--- src/hdl/acpmux_pkg.sv ---
package acpmux_pkg;

    // --------------------------------------------------------------------
    // Register offsets
    // --------------------------------------------------------------------
    localparam logic [7:0] OFS_CLOCK_SOURCE_SELECT = 8'h04;
    localparam logic [7:0] OFS_AUDIO_PORT_DIRECTION = 8'h1b;
    localparam logic [7:0] OFS_SECONDARY_PORT_SOURCE = 8'h1f;
    localparam logic [7:0] OFS_GP_PIN_FUNCTION = 8'h34;
    localparam logic [7:0] OFS_DATA_OUT_PIN_FUNCTION = 8'h35;
    localparam logic [7:0] OFS_DATA_IN_PIN_FUNCTION = 8'h36;
    localparam logic [7:0] OFS_FOURTH_PIN_FUNCTION = 8'h37;
    localparam logic [7:0] OFS_THIRD_PIN_FUNCTION = 8'h38;

    // --------------------------------------------------------------------
    // Reset values (all pins idle: inputs, no function)
    // --------------------------------------------------------------------
    localparam logic [7:0] RST_REG = 8'h00;

    // --------------------------------------------------------------------
    // Field codes
    // --------------------------------------------------------------------
    localparam logic [1:0] SRC_MCLK = 2'h0;
    localparam logic [1:0] SRC_BCLK = 2'h1;
    localparam logic [1:0] SRC_GP   = 2'h2;
    localparam logic [1:0] SRC_DIN  = 2'h3;

    localparam logic [1:0] IN_AUDIO = 2'h1;
    localparam logic [1:0] IN_GEN   = 2'h2;

    localparam logic [2:0] DO_DATA = 3'h1;
    localparam logic [2:0] DO_GPO  = 3'h2;
    localparam logic [2:0] DO_AUX  = 3'h3;
    localparam logic [2:0] DO_FIRST_INTERRUPT_OUT = 3'h4;
    localparam logic [2:0] DO_SECOND_INTERRUPT_OUT = 3'h5;
    localparam logic [2:0] DO_SBCK = 3'h6;
    localparam logic [2:0] DO_SWCK = 3'h7;

    localparam logic [3:0] FP_GPO  = 4'h2;
    localparam logic [3:0] FP_AUX  = 4'h3;
    localparam logic [3:0] FP_FIRST_INTERRUPT_OUT = 4'h4;
    localparam logic [3:0] FP_SECOND_INTERRUPT_OUT = 4'h5;
    localparam logic [3:0] FP_AWCK = 4'h6;
    localparam logic [3:0] FP_SDAT = 4'h8;
    localparam logic [3:0] FP_SBCK = 4'h9;
    localparam logic [3:0] FP_SWCK = 4'ha;

    localparam logic [3:0] GP_CLKIN = 4'h1;
    localparam logic [3:0] GP_GPI   = 4'h2;
    localparam logic [3:0] GP_GPO   = 4'h3;
    localparam logic [3:0] GP_AUX   = 4'h4;
    localparam logic [3:0] GP_FIRST_INTERRUPT_OUT  = 4'h5;
    localparam logic [3:0] GP_SECOND_INTERRUPT_OUT  = 4'h6;
    localparam logic [3:0] GP_AWCK  = 4'h7;
    localparam logic [3:0] GP_SBCK  = 4'h8;
    localparam logic [3:0] GP_SWCK  = 4'h9;

    localparam logic [1:0] SP_THIRD = 2'h1;
    localparam logic [1:0] SP_GP    = 2'h0;

endpackage : acpmux_pkg

--- src/hdl/acpmux.sv ---
// Overview of operation
// - PLL reference: mclk, bclk, gp, din pins
// - Codec clock: mclk, bclk or gp pin
// - Data-in pin: audio input or general input
// - Direction bits make bclk and wclk outputs
// - Data-out pin selects one of seven outputs
// - Fourth pin selects one of eight outputs
// - General pin selects input or output role
// - Third pin: secondary-port input or general input
// - Secondary inputs come from third or general pin
`timescale 1ns/100ps
module acpmux (
    input  wire logic       clock,
    input  wire logic       rst_b,
    // Register port
    input  wire logic       reg_wr,
    input  wire logic [7:0] reg_addr,
    input  wire logic [7:0] reg_wdata,
    output logic      [7:0] reg_rdata,
    // Pin inputs
    input  wire logic       mclk_in,
    input  wire logic       bclk_in,
    input  wire logic       wclk_in,
    input  wire logic       data_in_multi_pin_in,
    input  wire logic       third_multi_pin_in,
    input  wire logic       general_multi_pin_in,
    // Internal sources for outputs
    input  wire logic       bclk_int,
    input  wire logic       wclk_int,
    input  wire logic       dout_int,
    input  wire logic       gpo_val,
    input  wire logic       aux_clk,
    input  wire logic       first_interrupt_out,
    input  wire logic       second_interrupt_out,
    input  wire logic       adc_wclk_int,
    input  wire logic       sec_dout_int,
    input  wire logic       sec_bclk_int,
    input  wire logic       sec_wclk_int,
    // Pin drivers
    output logic            bclk_out,
    output logic            bclk_oe,
    output logic            wclk_out,
    output logic            wclk_oe,
    output logic            data_out_multi_pin,
    output logic            data_out_multi_pin_oe,
    output logic            fourth_multi_pin,
    output logic            fourth_multi_pin_oe,
    output logic            general_multi_pin_out,
    output logic            general_multi_pin_oe,
    // Routed internal functions
    output logic            pll_ref,
    output logic            codec_clk,
    output logic            audio_bclk,
    output logic            audio_wclk,
    output logic            audio_din,
    output logic            gpi_data_in,
    output logic            gpi_third,
    output logic            gpi_general,
    output logic            sec_bclk,
    output logic            sec_wclk,
    output logic            adc_wclk,
    output logic            sec_din
);
    import acpmux_pkg::*;

    // --------------------------------------------------------------------
    // State
    // --------------------------------------------------------------------
    typedef struct packed {
        logic [7:0] clk_sel;
        logic [7:0] dir;
        logic [7:0] sec_src;
        logic [7:0] gp_fn;
        logic [7:0] do_fn;
        logic [7:0] di_fn;
        logic [7:0] fp_fn;
        logic [7:0] tp_fn;
        logic [5:0] s1;     // First synchroniser stage of the six pins
        logic [5:0] s2;     // Second stage, the only one logic reads
        logic [7:0] rdata;
        logic [9:0] drv;    // {bclk,wclk,do,fp,gp} value/enable pairs
        logic [11:0] fn;    // Routed internal functions
    } acpmux_s;

    acpmux_s st;
    acpmux_s next_st;

    logic m, b, w, di, tp, gp;
    assign {m, b, w, di, tp, gp} = st.s2;

    // --------------------------------------------------------------------
    // Next-state logic
    // --------------------------------------------------------------------
    always_comb begin
        logic dv, de, fv, fe, gv, ge, pr, cc;
        logic tp_en, gp_en;
        // Locals start from a known value on every pass, so no path leaves a latch
        dv    = 1'b0;
        de    = 1'b0;
        fv    = 1'b0;
        fe    = 1'b0;
        gv    = 1'b0;
        ge    = 1'b0;
        pr    = 1'b0;
        cc    = 1'b0;
        tp_en = 1'b0;
        gp_en = 1'b0;
        next_st = st;
        // Pins cross from outside into the clock domain
        next_st.s1 = {mclk_in, bclk_in, wclk_in, data_in_multi_pin_in,
                      third_multi_pin_in, general_multi_pin_in};
        next_st.s2 = st.s1;
        // Register writes
        if (reg_wr) begin
            unique case (reg_addr)
                OFS_CLOCK_SOURCE_SELECT:   next_st.clk_sel = reg_wdata;
                OFS_AUDIO_PORT_DIRECTION:  next_st.dir     = reg_wdata;
                OFS_SECONDARY_PORT_SOURCE: next_st.sec_src = reg_wdata;
                OFS_GP_PIN_FUNCTION:       next_st.gp_fn   = reg_wdata;
                OFS_DATA_OUT_PIN_FUNCTION: next_st.do_fn   = reg_wdata;
                OFS_DATA_IN_PIN_FUNCTION:  next_st.di_fn   = reg_wdata;
                OFS_FOURTH_PIN_FUNCTION:   next_st.fp_fn   = reg_wdata;
                OFS_THIRD_PIN_FUNCTION:    next_st.tp_fn   = reg_wdata;
                default: ;  // Unmapped writes are dropped
            endcase
        end
        // Read data shows the stored configuration
        unique case (reg_addr)
            OFS_CLOCK_SOURCE_SELECT:   next_st.rdata = st.clk_sel;
            OFS_AUDIO_PORT_DIRECTION:  next_st.rdata = st.dir;
            OFS_SECONDARY_PORT_SOURCE: next_st.rdata = st.sec_src;
            OFS_GP_PIN_FUNCTION:       next_st.rdata = st.gp_fn;
            OFS_DATA_OUT_PIN_FUNCTION: next_st.rdata = st.do_fn;
            OFS_DATA_IN_PIN_FUNCTION:  next_st.rdata = st.di_fn;
            OFS_FOURTH_PIN_FUNCTION:   next_st.rdata = st.fp_fn;
            OFS_THIRD_PIN_FUNCTION:    next_st.rdata = st.tp_fn;
            default:                   next_st.rdata = 8'h00;
        endcase
        // Data-out pin; undefined 000 leaves it idle
        dv = 1'b0;
        de = 1'b1;
        unique case (st.do_fn[3:1])
            DO_DATA: dv = dout_int;
            DO_GPO:  dv = gpo_val;
            DO_AUX:  dv = aux_clk;
            DO_FIRST_INTERRUPT_OUT: dv = first_interrupt_out;
            DO_SECOND_INTERRUPT_OUT: dv = second_interrupt_out;
            DO_SBCK: dv = sec_bclk_int;
            DO_SWCK: dv = sec_wclk_int;
            default: de = 1'b0;
        endcase
        // Fourth pin
        fv = 1'b0;
        fe = 1'b1;
        unique case (st.fp_fn[4:1])
            FP_GPO:  fv = gpo_val;
            FP_AUX:  fv = aux_clk;
            FP_FIRST_INTERRUPT_OUT: fv = first_interrupt_out;
            FP_SECOND_INTERRUPT_OUT: fv = second_interrupt_out;
            FP_AWCK: fv = adc_wclk_int;
            FP_SDAT: fv = sec_dout_int;
            FP_SBCK: fv = sec_bclk_int;
            FP_SWCK: fv = sec_wclk_int;
            default: fe = 1'b0;
        endcase
        // General pin: output roles drive, input roles open the input
        gv = 1'b0;
        ge = 1'b1;
        gp_en = 1'b0;
        unique case (st.gp_fn[5:2])
            GP_CLKIN: begin
                ge = 1'b0;
                gp_en = 1'b1;
            end
            GP_GPI: ge = 1'b0;
            GP_GPO:  gv = gpo_val;
            GP_AUX:  gv = aux_clk;
            GP_FIRST_INTERRUPT_OUT: gv = first_interrupt_out;
            GP_SECOND_INTERRUPT_OUT: gv = second_interrupt_out;
            GP_AWCK: gv = adc_wclk_int;
            GP_SBCK: gv = sec_bclk_int;
            GP_SWCK: gv = sec_wclk_int;
            default: ge = 1'b0;
        endcase
        tp_en = (st.tp_fn[2:1] == IN_AUDIO);
        // Clock selection; a source pin disabled for clock input gives 0
        unique case (st.clk_sel[3:2])
            SRC_MCLK: pr = m;
            SRC_BCLK: pr = b;
            SRC_GP:   pr = gp & gp_en;
            SRC_DIN:  pr = di & (st.di_fn[2:1] == IN_AUDIO);
        endcase
        unique case (st.clk_sel[1:0])
            SRC_MCLK: cc = m;
            SRC_BCLK: cc = b;
            SRC_GP:   cc = gp & gp_en;
            default:  cc = 1'b0;
        endcase
        next_st.drv = {bclk_int, st.dir[3], wclk_int, st.dir[2],
                       dv, de, fv, fe, gv, ge};
        next_st.fn = {pr, cc,
                      b & ~st.dir[3],
                      w & ~st.dir[2],
                      di & (st.di_fn[2:1] == IN_AUDIO),
                      di & (st.di_fn[2:1] == IN_GEN),
                      tp & (st.tp_fn[2:1] == IN_GEN),
                      gp & (st.gp_fn[5:2] == GP_GPI),
                      // Secondary inputs from third pin or general pin
                      (st.sec_src[6:5] == SP_THIRD) ? tp & tp_en :
                      (st.sec_src[6:5] == SP_GP) ? gp & gp_en : 1'b0,
                      (st.sec_src[4:3] == SP_THIRD) ? tp & tp_en :
                      (st.sec_src[4:3] == SP_GP) ? gp & gp_en : 1'b0,
                      (st.sec_src[2:1] == SP_THIRD) ? tp & tp_en :
                      (st.sec_src[2:1] == SP_GP) ? gp & gp_en : 1'b0,
                      st.sec_src[0] ? tp & tp_en : gp & gp_en};
    end

    // --------------------------------------------------------------------
    // Registers
    // --------------------------------------------------------------------
    always_ff @(posedge clock or negedge rst_b) begin
        if (!rst_b) begin
            st <= '0;
        end else begin
            st <= next_st;
        end
    end

    // Outputs straight from flip-flops; one cycle of latency is accepted
    assign reg_rdata = st.rdata;
    assign {bclk_out, bclk_oe, wclk_out, wclk_oe, data_out_multi_pin, data_out_multi_pin_oe,
            fourth_multi_pin, fourth_multi_pin_oe, general_multi_pin_out, general_multi_pin_oe} = st.drv;
    assign {pll_ref, codec_clk, audio_bclk, audio_wclk, audio_din, gpi_data_in,
            gpi_third, gpi_general, sec_bclk, sec_wclk, adc_wclk, sec_din} = st.fn;

    // --------------------------------------------------------------------
    // Checks
    // --------------------------------------------------------------------
    property p_bclk_dir;
        @(posedge clock) disable iff (!rst_b) bclk_oe |-> $past(st.dir[3]);
    endproperty
    a_bclk_dir: assert property (p_bclk_dir) else $error("bclk driven while input");

    property p_do_idle;
        @(posedge clock) disable iff (!rst_b) (st.do_fn[3:1] == 3'h0) |=> !data_out_multi_pin_oe;
    endproperty
    a_do_idle: assert property (p_do_idle) else $error("data-out pin driven on code 000");

    property p_do_first_interrupt_out;
        @(posedge clock) disable iff (!rst_b)
            (st.do_fn[3:1] == DO_FIRST_INTERRUPT_OUT) |=> data_out_multi_pin == $past(first_interrupt_out);
    endproperty
    a_do_first_interrupt_out: assert property (p_do_first_interrupt_out) else $error("data-out pin not carrying interrupt");

    property p_fp_awck;
        @(posedge clock) disable iff (!rst_b)
            (st.fp_fn[4:1] == FP_AWCK) |=> fourth_multi_pin_oe && fourth_multi_pin == $past(adc_wclk_int);
    endproperty
    a_fp_awck: assert property (p_fp_awck) else $error("fourth pin wrong");

    property p_gp_in;
        @(posedge clock) disable iff (!rst_b) (st.gp_fn[5:2] == GP_GPI) |=> !general_multi_pin_oe;
    endproperty
    a_gp_in: assert property (p_gp_in) else $error("general pin driven as input");

    property p_pll_mclk;
        @(posedge clock) disable iff (!rst_b) (st.clk_sel[3:2] == SRC_MCLK) |=> pll_ref == $past(m);
    endproperty
    a_pll_mclk: assert property (p_pll_mclk) else $error("pll ref not mclk");

    property p_cc_bclk;
        @(posedge clock) disable iff (!rst_b) (st.clk_sel[1:0] == SRC_BCLK) |=> codec_clk == $past(b);
    endproperty
    a_cc_bclk: assert property (p_cc_bclk) else $error("codec clock not bclk");

    property p_din_off;
        @(posedge clock) disable iff (!rst_b) (st.di_fn[2:1] != IN_AUDIO) |=> !audio_din;
    endproperty
    a_din_off: assert property (p_din_off) else $error("audio input while disabled");

    property p_sdin_third;
        @(posedge clock) disable iff (!rst_b)
            (st.sec_src[0] && st.tp_fn[2:1] == IN_AUDIO) |=> sec_din == $past(tp);
    endproperty
    a_sdin_third: assert property (p_sdin_third) else $error("secondary data not from third pin");

    property p_third_gpi;
        @(posedge clock) disable iff (!rst_b) (st.tp_fn[2:1] != IN_GEN) |=> !gpi_third;
    endproperty
    a_third_gpi: assert property (p_third_gpi) else $error("third pin input while off");

endmodule : acpmux

--- config.mk ---
export PLATFORM = sky130hd
export DESIGN_NAME = acpmux
export DESIGN_NICKNAME = d
export VERILOG_FILES = /design/src/hdl/acpmux_pkg.sv /design/src/hdl/acpmux.sv
export SDC_FILE = /design/constraint.sdc
export NUM_CORES = 1
export LEC_CHECK = 0
export ABC_AREA = 1
export ABC_CLOCK_PERIOD_IN_PS = 1800
export BUFFER_PORTS_ARGS = -buffer_cell sky130_fd_sc_hd__clkbuf_2
export CAP_MARGIN = 10
export CORE_AREA = 8 8 139 141
export DETAILED_ROUTE_END_ITERATION = 12
export DIE_AREA = 0 0 147 149
export GPL_TIMING_DRIVEN = 1
export PLACE_DENSITY = 0.54
export SETUP_SLACK_MARGIN = 0.3
export SLEW_MARGIN = 25
export SYNTH_ARGS = -nofsm -noshare
export SYNTH_HDL_FRONTEND = slang
export SYNTH_SLANG_ARGS = --single-unit
--- constraint.sdc ---
create_clock -name clock -period 1.8 [get_ports clock]
set_clock_uncertainty 0.15 [all_clocks]
set_input_delay 0.45 -clock clock [delete_from_list [all_inputs] [get_ports clock]]
set_output_delay 0.45 -clock clock [all_outputs]
set_load 0.01 [all_outputs]
==> results.md, run 1 <==
* Core Area at 17100 um^2
* Final count of pins violating max slew at 0
* CP Capture Type: primary output
* YS warnings at 0
* Worst Tran Pin Value at between 0.3 and 0.4 ns
* Initial DRC count at approximately 400
* Simple-gate share of the synthesized area at 0.310
* CTS clk-pin slew, worst paths at 0.07 ns
* Unique cell type count in the Yosys netlist at 24
* Startpoint types: register
* H-tree depth at 3
* Mux share of post-synthesis cell area at 0
* FP Rows at 48
* Post-synthesis adder-cell area fraction at 0
* Number of flops mapped to enable cells by yosys at 0
* CP Max Fanout at 1
* Net switching power at 1280 uW
* Crit-path cells: clkbuf_2
* PwrDens at ~910 nW/um^2
* Net Sw Frac at 0.234
* Routed Antenna Nets at 0
* Pleak at roughly 0.0033 uW
* Critical hold path startpoint: bclk_int
* Final hold violation count at 0
* Layout cells sized above 1 at 0.214
* DR DRC count at 0
* Syn Inst Count at roughly 590
* Crit-path leading delay family: flip-flops
* # IOs at between 60 and 70
* Fin cells at 879
* WHS Endpoint: bclk_out$_DFF_PN0_
* Comb pwr share at 0.084
* Compound-Gate Fraction of Synth Area at 0.0908
* Hold Crit Class: input port to register
* Starting Density at 0.295
* Synthesized area at 5030 um^2
* Run status: completed
* Pre-CTS WS at -0.00579 ns
* Full die area at approximately 22000 um^2
* FMAX at around 670 MHz
* Final period demand of the worst path at 1.50 ns
* Leading area contributor after synthesis: dfrtp_1
* Die X at between 100 and 150 um
* Top area cells in the synthesized netlist: dfrtp_1 53%, nand2_1 13%, nand3_1 7.6%, o21ai_0 6.9%, nor2_4 3.1%
* FF+latch area at 2650 um^2
* Fin area at 6040 um^2
* Final period utilization at 0.834
* Routed len/inst at around 15 um
* Largest Register: st
* Endpoints failing setup at 0
* Share of the synthesized area in the top cell type at 0.527
* Crit path DAT at ~0.90 ns
* # clock sinks at between 100 and 150
* Max FFs per register at 64
* CP max-delay cell: dfrtp_1
* Register-to-Register Path Depth at 7
* Post-layout util at 0.354
* Sequential share of power at 0.474
* Max_cap viols at 0
* Crit Reg-Reg Endpoint: pll_ref$_DFF_PN0_
* CTS tree: built
* Skew-Pair Late Insertion Delay at 0.36 ns
* Post-synth top cells: 176 x nand2_1, 106 x dfrtp_1, 76 x nand3_1
* Placed Cells at approximately 860
* Syn avg cell area at roughly 8.6 um^2
* Gpl congestion at between 0.8 and 0.9
* R2R setup slack at roughly 0.37 ns
* Sequential area share after synthesis at 0.527
* CP max stage delay at around 0.4 ns
* Top_reg_cell synth: dfrtp_1
* Worst VDD drop at approximately 0.50 mV
* Clk pwr share at 0.442
* Synthesized flop and latch total at roughly 110
* Post-Route WL at around 14 mm
* Initial antenna violation count at 0
* Pint at 4200 uW
* Unrepaired setup endpoints after global routing: yes
* Worst EP required at 1.20 ns
* Rel. slew slack at 0.766
* Grt ovf at 0
* DP HPWL at about 9.8 mm
* Syn nets at slightly above 600
* XOR/XNOR Fraction of Synth Area at 0
* Largest net degree at the start of global routing at between 60 and 70
* R2R Path Start: st[77]$_DFFE_PN0P_
* Main combinational cell family by area after synthesis: simple AND/OR/NAND/NOR gates
* Vias per inst at about 4.7
* Setup ws final at ~0.3 ns
* CTS Buffer Depth at 2
* Hold_ws at between 0.04 and 0.05 ns
* Tot GR Track Use at 0.127
* First-pass GRT wire length at around 22 mm
* Inserted Diodes at 0
* Die height at between 100 and 150 um
* Fin nets at about 700
* Worst path bufs/invs at 1
* Most common cell in the synthesized netlist: nand2_1
* Fillers at ~1800
* Vias in the first global route at 4135
* Post-synth ARST share at 1.00
* Area of the multi-input gates at just over 2000 um^2
* WS Path Type: register to primary output
* Hold depth at 1
* Num CTS Buffers at 9
* Port Buf Inserts at 65
* Area grow syn2layout at 20.2%
* Via count at 4114
* Pre-Repair DR Iteration Count at 5
* Placed Area at between 5000 and 6000 um^2
* Root Driver: clkbuf_16
==> worst register-to-register path: stages, from the launching register on <==
cell and delay, ns:
dfrtp_1 0.45, inv_1 0.15, nand2_1 0.08, inv_1 0.10
nand3_2 0.16, nand2_1 0.10, nand2_1 0.05, o21ai_0 0.10
==> per-stage QoR <==
stage	setup TNS [ns]	total power (uW)
floorplan	0	2860
global placement	0	3080
detailed placement	-0.00579	3100
CTS	0	5530
global route	0	5690
finish	0	5480
==> worst max path at each step <==
stage                                      start                 endpoint  slack, ns  cells after the start
after floorplan                      reg_addr[7]       st[51]$_DFFE_PN0P_       0.29                      7
after global placement               reg_addr[2]  next_st[18]$_DFFE_PN0P_       0.03                      8
after detailed placement             reg_addr[7]       st[54]$_DFFE_PN0P_     -0.006                      7
after CTS                 reg_rdata[2]$_DFF_PN0_             reg_rdata[2]       0.28                      1
after global routing      reg_rdata[1]$_DFF_PN0_             reg_rdata[1]       0.27                      1
final                     reg_rdata[2]$_DFF_PN0_             reg_rdata[2]       0.30                      1
==> cells in the final DEF (no fill, tap or decap) <==
cell type	netlist	layout
nand2_1	176	176
dfrtp_1	106	106
nand3_1	76	75
o21ai_0	69	69
clkbuf_2	0	63
inv_1	39	36
nor2_1	31	31
nor2_4	14	15
buf_4	15	11
nand2_4	8	9
clkbuf_16	0	9
a21oi_1	7	7
buf_12	0	6
nand2_2	6	5
nor2_8	4	4
o21ai_2	4	4
o21ai_1	4	4
bufinv_16	0	4
inv_2	1	3
nor3_1	4	3
o211ai_1	1	1
o22ai_1	1	1
nand3b_1	1	1
nand4_1	1	1
nand3_2	0	1
a211oi_2	0	1
nor3_2	0	1
clkinv_1	0	1
clkbuf_8	0	1
clkbuf_1	8	1
clkinv_2	0	1
nor2_2	0	1
dlygate4sd3_1	0	1
buf_6	4	1
==> layout make-up <==
cell class	count	share of cell area
Sequential cell	106	0.439
Multi-Input combinational cell	410	0.339
Timing Repair Buffer	82	0.0893
Tap cell	225	0.0466
Clock buffer	11	0.0402
Inverter	40	0.0248
Clock inverter	5	0.0207
==> cell families (layout without fill, tap and decap cells) <==
kind of cell | after synthesis | count (layout)
and+or+nand+nor | 321 | 323
DFF | 106 | 106
AOI/OAI and AO/OA | 87 | 87
buffers and inverters | 72 | 138
==> layer usage <==
metal	vias up	GRT usage	part of all wire
met5	-	0	0
met4	0	0.0321	0.010
met3	15	0.0343	0.044
met2	101	0.215	0.51
met1	1987	0.157	0.44
li1	2011	-	-
==> repair_timing <==
| action | CTS | global route |
|---|---|---|
| endpoints found under the setup margin | 6 | 19 |
| pin swaps | 0 | 6 |
| hold buffers | 1 | 0 |
| gates cloned | 0 | 2 |
| endpoints found under the hold margin | 106 | 0 |
| buffers inserted | 0 | 2 |
| resized for setup | 1 | 5 |
==> power groups by stage <==
| stage | clock [uW] | combinational, uW | sequential, uW |
|---|---|---|---|
| 6_report | 2420 | 461 | 2590 |
| 5_1_grt | 2560 | 522 | 2610 |
| 4_1_cts | 2480 | 461 | 2590 |
| 3_3_place_gp | 0 | 447 | 2640 |
| 3_5_place_dp | 0 | 458 | 2640 |
| 2_1_floorplan | 0 | 242 | 2620 |
Note: power is estimated with default switching activity, not from simulation.
==> run 2: changes to the inputs <==
--- a/config.mk
+++ b/config.mk
@@ -6,14 +6,14 @@
 export NUM_CORES = 1
 export LEC_CHECK = 0
 export ABC_AREA = 1
-export ABC_CLOCK_PERIOD_IN_PS = 1800
+export ABC_CLOCK_PERIOD_IN_PS = 1350
 export BUFFER_PORTS_ARGS = -buffer_cell sky130_fd_sc_hd__clkbuf_2
 export CAP_MARGIN = 10
 export CORE_AREA = 8 8 139 141
 export DETAILED_ROUTE_END_ITERATION = 12
 export DIE_AREA = 0 0 147 149
 export GPL_TIMING_DRIVEN = 1
-export PLACE_DENSITY = 0.54
+export PLACE_DENSITY = 0.56
 export SETUP_SLACK_MARGIN = 0.3
 export SLEW_MARGIN = 25
 export SYNTH_ARGS = -nofsm -noshare
==> constraint.sdc (replaced) <==
create_clock -name clock -period 1.35 [get_ports clock]
set_clock_uncertainty 0.15 [all_clocks]
set_input_delay 0.3375 -clock clock [delete_from_list [all_inputs] [get_ports clock]]
set_output_delay 0.3375 -clock clock [all_outputs]
set_load 0.01 [all_outputs]
==> results.md, run 2 (synthesis gave the netlist of run 1 again) <==
* CTS Buffer Depth at 2
* Crit Reg-Reg Endpoint: codec_clk$_DFF_PN0_
* Routed length on met3 at 1.05 mm
* FF+latch area at ~2700 um^2
* CTS tree: built
* Final period utilization at 1.02
* Crit-path leading delay family: flip-flops
* CP Max Fanout at 1
* Rel. slew slack at 0.750
* Pint at 5500 uW
* Pre-Repair DR Iteration Count at 5
* DR WL met2 at just over 7 mm
* Crit. path cell count at 1
* Max_cap viols at 0
* PwrDens at between 900 and 1000 nW/um^2
* Placed Cells at about 900
* DP HPWL at 10.1 mm
* H-tree depth at 3
* Grt ovf at 0
* Critical Path End: reg_rdata[7]
* Final count of pins violating max slew at 0
* Area grow syn2layout at 52.5%
* Final hold violation count at 15
* Endpoints failing setup at 2
* Comb pwr share at 0.137
* R2R Path Start: st[77]$_DFFE_PN0P_
* Initial DRC count at about 290
* FP Rows at 48
* Starting Density at 0.295
* Most common cell after layout, fill and taps aside: nand2_1
* Routed Antenna Nets at 0
* Hold_ws at -0.264 ns
* Full die area at roughly 22000 um^2
* Die height at between 100 and 150 um
* Pre-CTS WS at -0.386 ns
* Startpoint types: register
* Max FFs per register at between 60 and 70
* Sequential share of power at 0.474
* # IOs at 66
* Net Sw Frac at 0.251
* Unrepaired setup endpoints after global routing: yes
* Initial antenna violation count at 0
* Run status: finished, violations left
* Fin nets at between 700 and 800
* First-pass GRT wire length at ~24 mm
* Fillers at 1628
* Placed Area at roughly 6000 um^2
* Post-Route WL at around 15 mm
* Worst EP required at between 0.8 and 0.9 ns
* Largest Register: st
* Skew-Pair Late Insertion Delay at roughly 0.35 ns
* Final period demand of the worst path at 1.38 ns
* CTS clk-pin slew, worst paths at around 0.07 ns
* Highest-count cells in the layout ignoring fill and taps: 141 x nand2_1, 101 x dfrtp_1, 48 x clkbuf_2
* Die X at roughly 150 um
* Setup ws final at -0.0258 ns
* CP max-delay cell: dfrtp_1
* Hold Crit Class: input port to asynchronous set/reset pin
* Worst Tran Pin Value at between 0.3 and 0.4 ns
* Core Area at 17100 um^2
* WS Path Type: register to primary output
* Fin area at 7670 um^2
* Root Driver: clkbuf_16
* Clk pwr share at 0.389
* Pleak at about 0.0037 uW
* Layout cells sized above 1 at 0.443
* Inserted Diodes at 0
* Launch point of the critical path: reg_rdata[7]$_DFF_PN0_
* Crit-path cells: buf_6
* Worst VDD drop at 0.573 mV
* Vias in the first global route at ~4400
* DR DRC count at 0
* CTS Hold Bufs at 8
* Port Buf Inserts at 65
* Area of the multi-input gates at roughly 2700 um^2
* CP max stage delay at about 0.4 ns
* Via count at roughly 4400
* Num CTS Buffers at 9
* Register-to-Register Path Depth at 5
* Gpl congestion at 0.812
* Largest net degree at the start of global routing at 56
* Tot GR Track Use at 0.140
* Max Used Layer: met4
* # clock sinks at between 100 and 150
* Vias per inst at 4.66
* Crit path DAT at approximately 0.9 ns
* Net switching power at between 1500 and 2000 uW
* Routed len/inst at ~16 um
* Failing checks: hold timing, setup timing
* M1 WL at between 6 and 7 mm
* Fin cells at about 950
* FMAX at between 700 and 800 MHz
* R2R setup slack at about 0.13 ns
* Worst path bufs/invs at 1
* CP Capture Type: primary output
[run 2: cell types whose count changed in the layout (fill, tap and decap cells not counted), moves of 17 or more]
| cell | delta |
|---|---|
| o21ai_1 | +43 |
| o21ai_0 | -50 |
| nand2_2 | +24 |
| nand2_1 | -35 |
| buf_6 | +29 |
| nor2_1 | -18 |
| nand3_2 | +24 |
| buf_4 | +17 |
| nand3_1 | -34 |
[run 2: how the worst min path moves through the flow]
stage / depth (start not counted) / to / slack, ns / startpoint
floorplan: 0 / adc_wclk$_DFF_PN0_ / -0.11 / rst_b
global placement: 1 / next_st[33]$_DFF_PN0_ / 0.11 / rst_b
detailed placement: 1 / next_st[33]$_DFF_PN0_ / 0.11 / rst_b
CTS: 1 / next_st[20]$_DFFE_PN0P_ / -0.27 / rst_b
global route: 1 / st[98]$_DFFE_PN0P_ / -0.26 / rst_b
finish: 1 / st[98]$_DFFE_PN0P_ / -0.26 / rst_b
[run 2: power by group through the flow]
| stage | combinational, uW | sequential, uW | clock (uW) |
|---|---|---|---|
| global route | 1090 | 3500 | 3050 |
| finish | 1010 | 3480 | 2860 |
| CTS | 912 | 3460 | 2940 |
| floorplan | 362 | 3500 | 0 |
| detailed placement | 733 | 3510 | 0 |
| global placement | 729 | 3510 | 0 |
[run 2: what timing repair did]
| item | CTS | global route |
|---|---|---|
| setup buffers | 19 | 12 |
| endpoints found under the setup margin | 115 | 114 |
| gates cloned | 12 | 0 |
| pin swaps | 79 | 51 |
| resized for setup | 147 | 101 |
| hold endpoints to repair | 23 | 15 |
[run 2: per-stage QoR]
stage / setup TNS (ns) / util / power [uW] / hold slack (ns)
5_1_grt: -0.254 / 0.450 / 7640 / -0.258
3_5_place_dp: -22.81 / 0.348 / 4240 / 0.113
3_3_place_gp: -22.55 / 0.348 / 4240 / 0.110
6_report: -0.0281 / 0.450 / 7340 / -0.264
2_1_floorplan: 0 / - / 3860 / -0.108
4_1_cts: -0.113 / 0.423 / 7310 / -0.273
[run 2: final cells by class]
class / instances / share of cell area
multi-input cells: 416 / 0.356
flip-flops and latches: 106 / 0.347
repair buffers: 146 / 0.192
well taps: 225 / 0.0367
clock buffers: 13 / 0.0339
inverters: 40 / 0.0266
clock inverters: 2 / 0.00783
[run 2: layer usage]
metal	up-vias	track usage
met2	115	0.223
met3	16	0.0370
met4	0	0.0423
li1	2172	-
met5	-	0
met1	2118	0.184
==> run 3: changes to the inputs <==
--- a/config.mk
+++ b/config.mk
@@ -9,11 +9,11 @@
 export ABC_CLOCK_PERIOD_IN_PS = 1350
 export BUFFER_PORTS_ARGS = -buffer_cell sky130_fd_sc_hd__clkbuf_2
 export CAP_MARGIN = 10
-export CORE_AREA = 8 8 139 141
+export CORE_AREA = 8 8 108 110
 export DETAILED_ROUTE_END_ITERATION = 12
-export DIE_AREA = 0 0 147 149
+export DIE_AREA = 0 0 116 118
 export GPL_TIMING_DRIVEN = 1
-export PLACE_DENSITY = 0.56
+export PLACE_DENSITY = 0.82
 export SETUP_SLACK_MARGIN = 0.3
 export SLEW_MARGIN = 25
 export SYNTH_ARGS = -nofsm -noshare
==> results.md, run 3 (synthesis gave the netlist of run 1 again) <==
* Run status: finished, violations left
* Failing checks: setup timing
* Highest-count cells in the layout ignoring fill and taps: 137 x nand2_1, 102 x dfrtp_1, 52 x clkbuf_2
* Gr busiest metal: met2
* Routed len/inst at 19.2 um
* Total power at about 6400 uW
* Port Buf Inserts at 65
* Worst path bufs/invs at 1
* Grt ovf at 0
* CP Capture Type: primary output
* # clock sinks at between 100 and 150
* Setup ws final at -0.0649 ns
* Met3 Usage GRT at 0.0472
* CTS clk-pin slew, worst paths at around 0.1 ns
* Crit-path leading delay family: flip-flops
* Core Area at ~10000 um^2
* CP max stage delay at 0.42 ns
* Num CTS Buffers at 9
* CTS tree: built
* Unrepaired setup endpoints after global routing: yes
* Final hold violation count at 0
* Largest Register: st
* Via count at between 4000 and 5000
* Final period demand of the worst path at ~1.4 ns
* Starting Density at 0.503
* Startpoint types: register
* Fin area at 7220 um^2
* Initial DRC count at 458
* Tot GR Track Use at 0.226
* Worst VDD drop at just under 0.8 mV
* Crit path DAT at about 0.93 ns
* Full die area at 13700 um^2
* Max_cap viols at 0
* Crit-path cells: clkbuf_2
* M2 GR Usage at 0.368
* Hold Crit Class: input port to register
* Pre-Repair DR Iteration Count at 5
* Rel. slew slack at 0.753
* # IOs at 66
* Placed Area at 5750 um^2
* Final count of pins violating max slew at 0
* Skew-Pair Late Insertion Delay at between 0.3 and 0.4 ns
* Area grow syn2layout at 43.6%
* Initial antenna violation count at 0
* Worst EP required at roughly 0.86 ns
* Largest net degree at the start of global routing at 40
* Final period utilization at 1.05
* CP Max Fanout at 1
* Met1 Resource Use GR at 0.281
* Post-Route WL at around 16 mm
* First-pass GRT wire length at roughly 24 mm
* Routed Antenna Nets at 0
* FP Rows at 37
* CP max-delay cell: dfrtp_1
* DR DRC count at 0
* Vias in the first global route at ~4800
* Fin nets at between 700 and 800
* Inserted Diodes at 0
* Vias per inst at around 5.7
* Die height at ~120 um
* Max FFs per register at 64
* Most common cell after layout, fill and taps aside: nand2_1
* FMAX at 707 MHz
* CTS Buffer Depth at 2
* H-tree depth at 3
* Root Driver: clkbuf_8
* WS Path Type: register to primary output
* Layout cells sized above 1 at 0.441
* Gpl congestion at 0.918
* Post-layout util at 0.722
* Worst Tran Pin Value at between 0.3 and 0.4 ns
* PwrDens at ~890 nW/um^2
* Pleak at ~0.0036 uW
* Die X at 116 um
* DP HPWL at roughly 9.9 mm
* Hold_ws at about 0.11 ns
* Endpoints failing setup at 30
run 3: cell types whose count changed in the layout (fill, tap and decap cells not counted), sizes merged, moves of 2 or more:
| cell | previous run | this run |
|---|---|---|
| buf | 82 | 70 |
| nor2 | 55 | 57 |
| bufinv | 2 | 0 |
| clkinv | 1 | 3 |
| inv | 39 | 43 |
| clkbuf | 69 | 67 |
run 3: power by group:
group | switching [uW] | internal [uW] | leakage [uW]
clock | 1170 | 719 | 0.0000953
combinational | 598 | 419 | 0.00217
sequential | 148 | 3340 | 0.00131
total | 1920 | 4480 | 0.00358
run 3: area by class of cell:
type                       count  area, um^2
inverter                      40         214
fill                         719        2780
clock inverter                 6        57.6
timing repair buffer         136        1220
sequential                   106        2660
tap                          136         170
clock buffer                  10         128
multi-input combinational    418        2770
run 3: worst paths after layout:
check	start	to	slack (ns)	depth (start not counted)
worst max register to register	st[44]$_DFFE_PN0P_	adc_wclk$_DFF_PN0_	0.08	4
min in group asynchronous	rst_b	adc_wclk$_DFF_PN0_	0.18	2
worst max-delay path	reg_rdata[7]$_DFF_PN0_	reg_rdata[7]	-0.06	1
worst min register to register	next_st[30]$_DFF_PN0_	gp$_DFF_PN0_	0.21	0
max in group asynchronous	rst_b	st[67]$_DFFE_PN0P_	0.43	3
worst min-delay path	gpo_val	data_out_multi_pin$_DFF_PN0_	0.11	3
run 3: stage by stage:
step | TNS [ns] | setup slack, ns | std cells
final | -0.554 | -0.0649 | 852
after global routing | -1.61 | -0.0952 | 852
after detailed placement | -21.24 | -0.347 | 787
after global placement | -18.67 | -0.305 | 787
after CTS | -0.924 | -0.0788 | 836
after floorplan | 0 | 0.000150 | 586
run 3: routing by layer:
metal | share of wire | wire length [um]
met5 | 0 | 0
met4 | 0.034 | 553
met3 | 0.083 | 1360
met2 | 0.51 | 8300
met1 | 0.37 | 6120
run 3: what timing repair did:
action                                 in CTS  in global routing
setup endpoints to repair                 114                114
cloned                                     10                  1
pin swaps                                  67                 75
hold buffers                                9                  0
resized for setup                         124                116
endpoints found under the hold margin     114                  0
setup buffers                              14                 15
